**config.mk**
```make
export PLATFORM = sky130hd
export DESIGN_NAME = cts_clock_trim_and_status
export DESIGN_NICKNAME = d
export VERILOG_FILES = /design/src/hw/cts_pkg.sv /design/src/hw/cts_ref_if.sv /design/src/hw/cts_ref_divider.sv /design/src/hw/cts_clock_trim_and_status.sv
export SDC_FILE = /design/constraint.sdc
export NUM_CORES = 1
export LEC_CHECK = 0
export ABC_AREA = 1
export BUFFER_PORTS_ARGS = -buffer_cell sky130_fd_sc_hd__buf_2
export CAP_MARGIN = 10
export CORE_ASPECT_RATIO = 0.5
export CORE_MARGIN = 4
export CORE_UTILIZATION = 30
export CTS_CLUSTER_DIAMETER = 150
export DETAILED_ROUTE_END_ITERATION = 16
export PLACE_DENSITY_LB_ADDON = 0.25
export SLEW_MARGIN = 10
export SYNTH_ARGS = -nofsm -noshare
export SYNTH_HDL_FRONTEND = slang
export SYNTH_HIERARCHICAL = 1
export SYNTH_SLANG_ARGS = --single-unit
```
**constraint.sdc**
```tcl
create_clock -name pclk -period 5 [get_ports pclk]
set_input_delay 0.5 -clock pclk [delete_from_list [all_inputs] [get_ports pclk]]
set_output_delay 0.5 -clock pclk [all_outputs]
set_load 0.01 [all_outputs]
```
**src/hw/cts_pkg.sv**
```systemverilog
// Constants and types for the clock trim and oscillator status block
`default_nettype none
package cts_pkg;
  localparam int          ADDR_W      = 12;
  localparam logic [11:0] OFF_TRIM    = 12'h000;
  localparam logic [11:0] OFF_STAT    = 12'h004;
  localparam logic [11:0] OFF_TUNE    = 12'h008;
  localparam logic [11:0] OFF_REFCTL  = 12'h00C;
  localparam logic [11:0] OFF_UNLOCK  = 12'h010;

  localparam int TRIM_LSB   = 23;
  localparam int TRIM_W     = 9;
  localparam int DIV_LSB    = 16;
  localparam int DIV_W      = 15;
  localparam int CTL_ON     = 15;
  localparam int CTL_DIVSW  = 9;
  localparam int CTL_ACTIVE = 8;
  localparam int TUNE_W     = 6;
  localparam int UNL_OPEN   = 0;

  // Index of each ready flag in the raw input vector
  localparam int NRDY     = 6;
  localparam int RDY_FRC  = 0;
  localparam int RDY_PDIV = 1;
  localparam int RDY_PRIMARY_OSC = 2;
  localparam int RDY_SECONDARY_OSC = 3;
  localparam int RDY_LOW_POWER_RC_OSC = 4;
  localparam int RDY_PLL  = 5;

  // Bit of each ready flag in the status word
  localparam int ST_FRC  = 0;
  localparam int ST_PDIV = 1;
  localparam int ST_PRIMARY_OSC = 2;
  localparam int ST_SECONDARY_OSC = 4;
  localparam int ST_LOW_POWER_RC_OSC = 5;
  localparam int ST_PLL  = 7;

  localparam logic [TRIM_W-1:0] TRIM_RST  = 9'h000;
  localparam logic [DIV_W-1:0]  DIV_RST   = 15'h0000;
  localparam logic [TUNE_W-1:0] TUNE_RST  = 6'h00;
  localparam logic [31:0]       WORD_ZERO = 32'h0000_0000;
  localparam logic [DIV_W:0]    CNT_ONE   = 16'h0001;
  localparam logic [3:0]        STRB_ALL  = 4'hF;

  // Unlock keys: arbitrary values
  localparam logic [31:0] UNLOCK_KEY_A = 32'h1234_ABCD;
  localparam logic [31:0] UNLOCK_KEY_B = 32'hEDCB_4321;

  typedef enum logic [2:0] {
    UL_IDLE = 3'b001,
    UL_KEY1 = 3'b010,
    UL_OPEN = 3'b100
  } cts_unlock_e;
endpackage
`default_nettype wire

```
**src/hw/cts_ref_if.sv**
```systemverilog
// Signals between the register block and the reference divider
`default_nettype none
interface cts_ref_if;
  import cts_pkg::*;
  logic              enable;
  logic [DIV_W-1:0]  int_div;
  logic [TRIM_W-1:0] frac;
  logic              src_tick;
  logic              ref_out;
  logic              active;
  modport gen (input enable, input int_div, input frac, input src_tick,
               output ref_out, output active);
  modport ctl (output enable, output int_div, output frac, output src_tick,
               input ref_out, input active);
endinterface
`default_nettype wire

```
**src/hw/cts_ref_divider.sv**
```systemverilog
// Fractional reference clock divider fed by source ticks
`default_nettype none
module cts_ref_divider
  import cts_pkg::*;
(
  input  wire logic pclk,
  input  wire logic presetn,
  cts_ref_if.gen    ref_if
);
  logic [DIV_W:0]    half_cnt;
  logic [DIV_W:0]    half_len;
  logic [TRIM_W-1:0] frac_acc;
  logic [TRIM_W:0]   acc_sum;
  logic              extra_tick;
  logic              half_end;
  logic              no_div;
  logic              out_q;
  logic              active_q;

  assign no_div   = ref_if.int_div == DIV_RST;
  // Half period is int_div ticks, stretched by one on fraction carry
  assign half_len = {1'b0, ref_if.int_div} + {{DIV_W{1'b0}}, extra_tick};
  assign acc_sum  = {1'b0, frac_acc} + {1'b0, ref_if.frac};
  assign half_end = ref_if.src_tick &&
                    (no_div || half_cnt == half_len - CNT_ONE);

  always_ff @(posedge pclk or negedge presetn) begin
    if (!presetn) begin
      half_cnt <= '0;
    end else if (!ref_if.enable || half_end) begin
      half_cnt <= '0;
    end else if (ref_if.src_tick) begin
      half_cnt <= half_cnt + CNT_ONE;
    end
  end

  always_ff @(posedge pclk or negedge presetn) begin
    if (!presetn) begin
      frac_acc   <= TRIM_RST;
      extra_tick <= 1'b0;
    end else if (!ref_if.enable || no_div) begin
      frac_acc   <= TRIM_RST; // Fraction ignored without division
      extra_tick <= 1'b0;
    end else if (half_end) begin
      frac_acc   <= acc_sum[TRIM_W-1:0]; // Adds frac/512 on average
      extra_tick <= acc_sum[TRIM_W];
    end
  end

  always_ff @(posedge pclk or negedge presetn) begin
    if (!presetn) begin
      out_q <= 1'b0;
    end else if (!ref_if.enable) begin
      out_q <= 1'b0; // Generator stopped while disabled
    end else if (half_end) begin
      out_q <= ~out_q; // Zero divider toggles on every tick
    end
  end

  always_ff @(posedge pclk or negedge presetn) begin
    if (!presetn) begin
      active_q <= 1'b0;
    end else begin
      active_q <= ref_if.enable;
    end
  end

  assign ref_if.ref_out = out_q;
  assign ref_if.active  = active_q;
endmodule
`default_nettype wire

```
**src/hw/cts_clock_trim_and_status.sv**
```systemverilog
// Clock trim, oscillator ready status and fast RC tuning on APB
//
// Local design decisions: the register offsets and the APB slave port.
`default_nettype none
// Contract
// - Trim field bits 31:23; value N adds N/512 to divider.
// - While enabled, trim waits for divider switch request before use.
// - Trim ignored entirely while integer divider is zero.
// - Trim bits 22:0 read zero; trim resets to zero.
// - Status bit 7 follows PLL lock.
// - Status bit 5 follows low-power RC stable.
// - Status bit 4 follows secondary oscillator stable.
// - Status bit 2 follows primary oscillator stable.
// - Status bit 1 follows postscaled PLL clock stable.
// - Status bit 0 follows fast RC stable.
// - Other status bits read zero; status read-only, resets zero.
// - Six-bit signed tuning code in bits 5:0 drives the oscillator.
// - Tuning writes accepted only after the unlock sequence.
// - Tuning bits 31:6 read zero; tuning resets to zero.
// - Switch request reads one until hardware finishes the switch.
// - Enable bit turns the reference generator on and off.
// - Integer divider zero means no division.
module cts_clock_trim_and_status
  import cts_pkg::*;
(
  input  wire logic              pclk,
  input  wire logic              presetn,
  input  wire logic              psel,
  input  wire logic              penable,
  input  wire logic              pwrite,
  input  wire logic [ADDR_W-1:0] paddr,
  input  wire logic [31:0]       pwdata,
  input  wire logic [3:0]        pstrb,
  output logic [31:0]            prdata,
  output logic                   pready,
  output logic                   pslverr,
  input  wire logic              pll_locked,
  input  wire logic              low_power_rc_osc_stable,
  input  wire logic              secondary_osc_stable,
  input  wire logic              primary_osc_stable,
  input  wire logic              pll_div_stable,
  input  wire logic              frc_stable,
  input  wire logic              ref_src_tick,
  output logic                   ref_clk_out,
  output logic [TUNE_W-1:0]      freq_trim_code
);
  logic              setup_ph;
  logic              access_ph;
  logic              wr_take;
  logic [31:0]       rd_mux;
  logic [31:0]       wr_image;
  logic [TRIM_W-1:0] trim_field;
  logic [TRIM_W-1:0] trim_applied;
  logic [DIV_W-1:0]  div_field;
  logic [DIV_W-1:0]  div_applied;
  logic              ref_on;
  logic              div_sw;
  logic              next_div_sw;
  logic [TUNE_W-1:0] tune;
  cts_unlock_e       unl_state;
  cts_unlock_e       next_unl_state;
  logic [NRDY-1:0]   rdy_raw;
  logic [NRDY-1:0]   sync_a;
  logic [NRDY-1:0]   sync_b;
  logic [NRDY-1:0]   sync_c;
  logic [NRDY-1:0]   rdy;

  cts_ref_if ref_if ();

  function automatic logic addr_known(input logic [ADDR_W-1:0] a);
    return a == OFF_TRIM || a == OFF_STAT || a == OFF_TUNE ||
           a == OFF_REFCTL || a == OFF_UNLOCK;
  endfunction

  function automatic logic [31:0] merge_bytes(input logic [31:0] old,
                                              input logic [31:0] wd,
                                              input logic [3:0]  be);
    logic [31:0] r;
    r = old;
    for (int b = 0; b < 4; b++) begin
      if (be[b]) begin
        r[8*b +: 8] = wd[8*b +: 8];
      end
    end
    return r;
  endfunction

  function automatic logic [31:0] status_image(input logic [NRDY-1:0] r);
    logic [31:0] img;
    img          = WORD_ZERO; // Unused status bits stay zero
    img[ST_FRC]  = r[RDY_FRC];
    img[ST_PDIV] = r[RDY_PDIV];
    img[ST_PRIMARY_OSC] = r[RDY_PRIMARY_OSC];
    img[ST_SECONDARY_OSC] = r[RDY_SECONDARY_OSC];
    img[ST_LOW_POWER_RC_OSC] = r[RDY_LOW_POWER_RC_OSC];
    img[ST_PLL]  = r[RDY_PLL];
    return img;
  endfunction

  function automatic logic key_match(input logic [31:0] key,
                                     input logic [31:0] wd,
                                     input logic [3:0]  be);
    return be == STRB_ALL && wd == key;
  endfunction

  // APB slave: zero wait states, read data captured in the setup phase
  assign setup_ph  = psel && !penable;
  assign access_ph = psel && penable;
  assign wr_take   = access_ph && pwrite;
  assign pready    = 1'b1;

  always_comb begin
    rd_mux = WORD_ZERO;
    case (paddr)
      OFF_TRIM: begin
        rd_mux[TRIM_LSB +: TRIM_W] = trim_field; // Low bits zero
      end
      OFF_STAT: begin
        rd_mux = status_image(rdy);
      end
      OFF_TUNE: begin
        rd_mux[TUNE_W-1:0] = tune; // Upper bits zero
      end
      OFF_REFCTL: begin
        rd_mux[DIV_LSB +: DIV_W] = div_field;
        rd_mux[CTL_ON]           = ref_on;
        rd_mux[CTL_DIVSW]        = div_sw;
        rd_mux[CTL_ACTIVE]       = ref_if.active;
      end
      OFF_UNLOCK: begin
        rd_mux[UNL_OPEN] = unl_state == UL_OPEN;
      end
      default: begin
        rd_mux = WORD_ZERO;
      end
    endcase
  end

  assign wr_image = merge_bytes(rd_mux, pwdata, pstrb);

  always_ff @(posedge pclk or negedge presetn) begin
    if (!presetn) begin
      prdata  <= WORD_ZERO;
      pslverr <= 1'b0;
    end else if (setup_ph) begin
      prdata  <= pwrite ? WORD_ZERO : rd_mux;
      pslverr <= !addr_known(paddr);
    end
  end

  // Trim: software copy and the value the divider actually uses
  always_ff @(posedge pclk or negedge presetn) begin
    if (!presetn) begin
      trim_field <= TRIM_RST;
    end else if (wr_take && paddr == OFF_TRIM) begin
      trim_field <= wr_image[TRIM_LSB +: TRIM_W];
    end
  end

  always_ff @(posedge pclk or negedge presetn) begin
    if (!presetn) begin
      ref_on    <= 1'b0;
      div_field <= DIV_RST;
    end else if (wr_take && paddr == OFF_REFCTL) begin
      ref_on    <= wr_image[CTL_ON];
      div_field <= wr_image[DIV_LSB +: DIV_W];
    end
  end

  // A software set of the switch request wins over the hardware clear
  always_comb begin
    next_div_sw = div_sw;
    if (wr_take && paddr == OFF_REFCTL && wr_image[CTL_DIVSW]) begin
      next_div_sw = 1'b1;
    end else if (div_sw) begin
      next_div_sw = 1'b0; // Switch finishes one cycle after request
    end
  end

  always_ff @(posedge pclk or negedge presetn) begin
    if (!presetn) begin
      div_sw <= 1'b0;
    end else begin
      div_sw <= next_div_sw;
    end
  end

  always_ff @(posedge pclk or negedge presetn) begin
    if (!presetn) begin
      trim_applied <= TRIM_RST;
      div_applied  <= DIV_RST;
    end else if (!ref_on || div_sw) begin
      trim_applied <= trim_field; // Held pending while enabled
      div_applied  <= div_field;
    end
  end

  assign ref_if.enable   = ref_on;
  assign ref_if.int_div  = div_applied;
  assign ref_if.frac     = trim_applied;
  assign ref_if.src_tick = ref_src_tick;
  assign ref_clk_out     = ref_if.ref_out;

  cts_ref_divider u_ref_divider (
    .pclk    (pclk),
    .presetn (presetn),
    .ref_if  (ref_if.gen)
  );

  // Unlock sequence: key A then key B opens one tuning write
  always_comb begin
    next_unl_state = unl_state;
    if (wr_take && paddr == OFF_UNLOCK) begin
      case (unl_state)
        UL_IDLE: begin
          next_unl_state = key_match(UNLOCK_KEY_A, pwdata, pstrb) ?
                           UL_KEY1 : UL_IDLE;
        end
        UL_KEY1: begin
          next_unl_state = key_match(UNLOCK_KEY_B, pwdata, pstrb) ?
                           UL_OPEN : UL_IDLE;
        end
        UL_OPEN: begin
          next_unl_state = key_match(UNLOCK_KEY_A, pwdata, pstrb) ?
                           UL_KEY1 : UL_IDLE;
        end
        default: begin
          next_unl_state = UL_IDLE;
        end
      endcase
    end else if (wr_take && paddr == OFF_TUNE) begin
      next_unl_state = UL_IDLE; // Each tuning write uses up the unlock
    end
  end

  always_ff @(posedge pclk or negedge presetn) begin
    if (!presetn) begin
      unl_state <= UL_IDLE;
    end else begin
      unl_state <= next_unl_state;
    end
  end

  always_ff @(posedge pclk or negedge presetn) begin
    if (!presetn) begin
      tune <= TUNE_RST;
    end else if (wr_take && paddr == OFF_TUNE && unl_state == UL_OPEN) begin
      tune <= wr_image[TUNE_W-1:0];
    end
  end

  // Two's complement code: zero is nominal, 011111 top, 100000 bottom
  assign freq_trim_code = tune;

  // Ready flags: three stages, a change counts once stages two and three agree
  assign rdy_raw[RDY_FRC]  = frc_stable;
  assign rdy_raw[RDY_PDIV] = pll_div_stable;
  assign rdy_raw[RDY_PRIMARY_OSC] = primary_osc_stable;
  assign rdy_raw[RDY_SECONDARY_OSC] = secondary_osc_stable;
  assign rdy_raw[RDY_LOW_POWER_RC_OSC] = low_power_rc_osc_stable;
  assign rdy_raw[RDY_PLL]  = pll_locked;

  always_ff @(posedge pclk or negedge presetn) begin
    if (!presetn) begin
      sync_a <= '0;
      sync_b <= '0;
      sync_c <= '0;
    end else begin
      sync_a <= rdy_raw;
      sync_b <= sync_a;
      sync_c <= sync_b;
    end
  end

  always_ff @(posedge pclk or negedge presetn) begin
    if (!presetn) begin
      rdy <= '0;
    end else begin
      for (int i = 0; i < NRDY; i++) begin
        if (sync_b[i] == sync_c[i]) begin
          rdy[i] <= sync_c[i]; // Set and cleared by hardware
        end
      end
    end
  end

  for (genvar g = 0; g < NRDY; g++) begin : g_rdy_chk

  end
endmodule
`default_nettype wire

```
Word-level counts from Yosys, hierarchy flattened

Cells that the tools add are included.

Register bits: 144
Logic and storage cells: 102

Add/sub/neg operators: 4
Equal/unequal tests: 18
Mux-type cells: 26
Bitwise gates (word level): 1
Reduce and logical (&&, ||, !) cells: 29

Operators by type and width:

| cell                                                | number |
|---|---|
| == test 32 x 29 -> 1 bit (second input constant)    | 1 |
| == test 32 bit (second input constant)              | 1 |
| 2-to-1 mux 16 bit                                   | 2 |
| 2-to-1 mux 32 bit                                   | 1 |
| 2-to-1 mux 8 bit                                    | 4 |
| == test 12 x 4 -> 1 bit (second input constant)     | 2 |
| 2-to-1 mux 9 bit                                    | 2 |
| adder 15 x 1 -> 16 bit                              | 1 |
| adder 16 x 1 -> 16 bit (second input constant)      | 1 |
| == test 16 bit                                      | 1 |
| one-hot mux 8 bit (2 select lines)                  | 1 |
| subtractor 16 x 1 -> 16 bit (second input constant) | 1 |
| logical NOT 15 bit                                  | 1 |
| == test 12 x 3 -> 1 bit (second input constant)     | 1 |
| == test 12 x 5 -> 1 bit (second input constant)     | 1 |
| logical AND 1 bit                                   | 12 |
| logical NOT 12 bit                                  | 1 |
| adder 9 x 9 -> 10 bit                               | 1 |
| one-hot mux 5 bit (2 select lines)                  | 1 |
| 2-to-1 mux 3 bit                                    | 3 |
| logical OR 1 bit                                    | 8 |
| == test 1 bit                                       | 6 |
| 2-to-1 mux 1 bit                                    | 6 |
| 2-to-1 mux 2 bit                                    | 3 |
| other kinds (12)                                    | 16 |

Logic depth before layout (Yosys ltp)

Word-level depth: 7
Mapped depth: 17

Cells and area by module

Netlist, hierarchy kept.

By module, submodules not included:

| module                    | instances | cells each | area each (um2) | sequential area each (um2) |
|---|---|---|---|---|
| cts_clock_trim_and_status | 1         | 526        | 4933.5          | 2753.9 |
| cts_ref_divider           | 1         | 355        | 2463.6          | 700.7 |

Least setup slack after synthesis

OpenSTA, ideal clock, no wires.

Path kind: register -> register
From: register div_applied[0]
To: register u_ref_divider.half_cnt[0]
Library setup time: 0.121 ns
Arrival: 2.011 ns
Data required time: 4.879 ns
Path slack: 2.868 ns
Cell stages (with the launch flop): 15
Buffers on the path: 1
Clock period less this slack: 2.132 ns
Cell sequence: dfrtp_1 inv_1 ha_1 ha_1 nand2_2 nor2_4 xor2_1 nand3_1 nor3_1 nand3_1 nand2_2 nand2_4 nand2_4 buf_8 nor2_2

Word-level cells in the longest chain between the ends: 7
Elaborated cells between the ends (all ways): 9

Ends and longest elaborated chain:

| element                                                 | line                             | RTL |
|---|---|---|
| from (decl)                                             | cts_clock_trim_and_status.sv:55  | `logic [DIV_W-1:0] div_applied;` |
| from (signal assigned)                                  | cts_clock_trim_and_status.sv:194 | `div_applied <= div_field;` |
| adder 15 x 1 -> 16 bit                                  | cts_ref_divider.sv:22            | `assign half_len = {1'b0, ref_if.int_div} + {{DIV_W{1'b0}}, extra_tick};` |
| subtractor 16 x 1 -> 16 bit                             | cts_ref_divider.sv:25            | `(no_div \|\| half_cnt == half_len - CNT_ONE);` |
| == test 16 bit                                          | cts_ref_divider.sv:25            |  |
| logical OR 1 bit (*)                                    | cts_ref_divider.sv:25            |  |
| logical AND 1 bit (*)                                   | cts_ref_divider.sv:24            | `assign half_end = ref_if.src_tick &&` |
| logical OR 1 bit (*)                                    | cts_ref_divider.sv:30            | `end else if (!ref_if.enable \|\| half_end) begin` |
| 2-to-1 mux 16 bit or nonzero test 2 bit (tied branches) | n/a                              |  |
| to (signal assigned)                                    | cts_ref_divider.sv:33            | `half_cnt <= half_cnt + CNT_ONE;` |
| to (decl)                                               | cts_ref_divider.sv:10            | `logic [DIV_W:0] half_cnt;` |

Mark *: on every way between the ends. The rest lies on a longest branch, timed or not.
A chain may end at the register's enable or synchronous reset.

Worst setup path in the final report

From: register div_applied[0]
To: register u_ref_divider.half_cnt[8]

The elaborated chain is that of the path after synthesis.

==> run metrics <==
status=complete, no violations; GP Congestion=just under 0.9; GR Layer Usage met1=between 20% and 30%; fin crit share=roughly 52%; vias in the first global route=around 5900; worst setup path category=reg -> reg; Post-DRT Antenna Nets=0; Worst EP required=between 5 and 6 ns; Clock Sinks=between 100 and 150; RSZ-0062 raised after global routing=no; DRC=0; antenna violations before repair=0; GRT Util Overall=around 15%; H-tree depth=4; hold crit path type=in -> async; Total Routed Length=between 15000 and 20000 um; Hold Vio Cnt, Final=0; M3 GR Usage=around 2.8%; Die Area=between 20000 and 30000 um2; Final Power=2.72 mW; fin crit period=2.60 ns; Initial Util=between 30% and 40%; max incr delay on CP=about 0.38 ns; syn_area_per_cell=8.40 um2; Netlist cell types=50; Seq/Total Area, Yosys=46.7%; # IOs=101; core region area=around 24000 um2; Highest Clock Rate=slightly below 400 MHz; Critical Path Source Type=flip-flop; slowest CP cell=dfrtp_1; gr busiest metal=met2; WL/cell=~15 um; mapped cell area=7400 um2; Antenna Cells=0; dpl cell area=just over 8000 um2; FFs w/ async S/R, synth=100%; Reg power frac=between 40% and 50%; Buffers on Ports=just over 90; DPL Wire Length=between 10000 and 15000 um; residual overflow from global routing=0; Setup Skew=~0.0093 ns; hold bufs inserted after CTS=0; Final setup viols=0; post-DR vias/cell=4.61; grt met2 use=a little under a quarter; vias after detailed routing=between 6000 and 7000; Sw Ratio=around 28%; Die W=230 um; row count=40; top_reg_cell synth=dfrtp_1; Filler Cell Count=roughly 2600; Area Overhead vs Synth=18.0%; Clock Root Buffer=clkbuf_16; TritonCTS clock tree=built; clock latency at the later pin of the worst-skew pair=approximately 0.42 ns; total CTS buffers=17; Placement Setup Slack=around 2.3 ns; final worst slack=~2.4 ns; Inst Count DP=approximately 1300; Finished Cell Area=roughly 8700 um2; Peak VDD IR=approximately 0.25 mV; Initial DRC Count=approximately 380; Comb power frac=between 10% and 20%; Die Height=119 um; EDFF count, synth=0; register bit total from synthesis=between 100 and 150; crit path DAT=between 2 and 3 ns; nets@finish=about 1000; Post-Syn Instances=between 800 and 900; Critical Path End Type=flip-flop; Final Core Density=between 30% and 40%; Psw=approximately 0.76 mW; Pre-Repair DR Iteration Count=4; non-filler cells, final=roughly 1300; clock power share=a little under half; P_leak=about 4.6 nW; max-cap violation count=0; Min Hold Slack=approximately 0.19 ns; Clock Path Buffers=2; clock slew at reported path FFs=roughly 0.060 ns; crit path max fanout=15; layout cells sized above 1=just under 20%; Internal=approximately 2.0 mW; Slew Viols, Final=0; Sum Neg Setup Slack=0 ns; slew at the pin with the worst max-slew slack=roughly 1.1 ns; crit path cell chain=inv_1 -> ha_1 -> ha_1 -> nand2_2 -> nor2_4 -> xor2_1 -> nand3_1 -> nor3_1 -> nand3_1 -> nand2_2 -> nand2_4 -> nand2_4 -> nor2_1; postcts setup bufs=0; PwrDens=between 300 and 400 nW/um2; post_cts resized=0; Synth warnings=6; Slew HR=about a quarter; largest net degree at the start of global routing=around 110; first-pass GRT wire length=~32000 um
-- cell usage after synthesis, types with 11 or more instances --
cell        n  area, um2
nand2_1   211        792
dfrtp_1   137       3430
inv_1      88        330
nand3_1    87        435
nor2_1     83        312
o21ai_0    26        130
xor2_1     19        166
nand4_1    18        113
nor2_2     18        113
a21oi_1    16       80.1
a22o_1     13        114
ha_1       12        150
mux2_1     12        135
o211ai_1   11       82.6
xnor2_1    11       96.3
-- state kept, by name, indices dropped and copies added, names as in the netlist, 9 cells and up --
register                count
prdata                     26
div_applied                15
ref_if.frac                 9
trim_field                  9
u_ref_divider/half_cnt     16
div_field                  15
u_ref_divider/frac_acc      9
-- layout make-up --
cell class	instances	area [um2]	share of cell area, %
Clock inverter	14	138	1.58
Multi-Input combinational cell	625	3440	39.3
Inverter	95	358	4.10
Sequential cell	138	3450	39.6
Tap cell	336	420	4.81
Timing Repair Buffer	95	487	5.57
Clock buffer	18	439	5.03
-- cells in the final DEF, fill, tap and decap left out, types with 3 or more instances in the layout --
cell,n
nand2_1,211
dfrtp_1,137
buf_2,92
inv_1,88
nand3_1,87
nor2_1,83
o21ai_0,26
xor2_1,19
nor2_2,18
nand4_1,18
clkbuf_16,17
a21oi_1,16
a22o_1,13
mux2_1,12
ha_1,12
o211ai_1,11
xnor2_1,11
o21ai_1,9
or2_2,9
o31ai_1,8
nand2_2,7
conb_1,7
nor3_1,6
maj3_1,6
inv_2,5
nor2_4,5
mux2_2,5
inv_6,5
nand2_4,4
nor3_4,3
clkinv_2,3
nand3b_1,3
clkinvlp_4,3
o21bai_1,3
-- per-layer routing --
metal	wire length, um	vias to the layer above
li1	-	3053
met1	10000	2899
met2	8630	122
met3	737	12
met4	179	0
met5	0	-
-- cell families after synthesis --
group	after synthesis	synth area share (%)
simple gates	460	29.0
flops	138	46.7
buf+inv	123	7.10
compound gates	92	7.88
xor+xnor	30	3.55
fa+ha+maj	19	3.11
mux	17	2.59
other cells	2	0.102
-- power by group through the flow --
stage | logic [mW] | registers, mW | clock network, mW
floorplan | 0.229 | 1.19 | 0
global placement | 0.310 | 1.20 | 0
detailed placement | 0.315 | 1.20 | 0
CTS | 0.316 | 1.18 | 1.26
global route | 0.359 | 1.18 | 1.32
finish | 0.313 | 1.18 | 1.23
-- worst paths after layout --
check	startpoint	to	slack [ns]	cells past startpoint
max reg2reg	div_applied[0]	u_ref_divider/half_cnt[8]	2.40	13
max in group asynchronous	presetn	sync_b[2]	3.77	2
min in group pclk	secondary_osc_stable	sync_a[3]	0.19	1
min reg2reg	sync_a[5]	sync_b[5]	0.34	0
max	div_applied[0]	u_ref_divider/half_cnt[8]	2.40	13
min	presetn	u_ref_divider/frac_acc[7]	0.19	1
-- worst max-delay path, delay by kind of cell (launching register included) --
family,cells,cell delay [ns]
xor+xnor,1,0.15
fa+ha+maj,2,0.53
buf+inv,1,0.08
flops,1,0.38
simple gates,9,1.35
(Power assumes the default switching activity.)
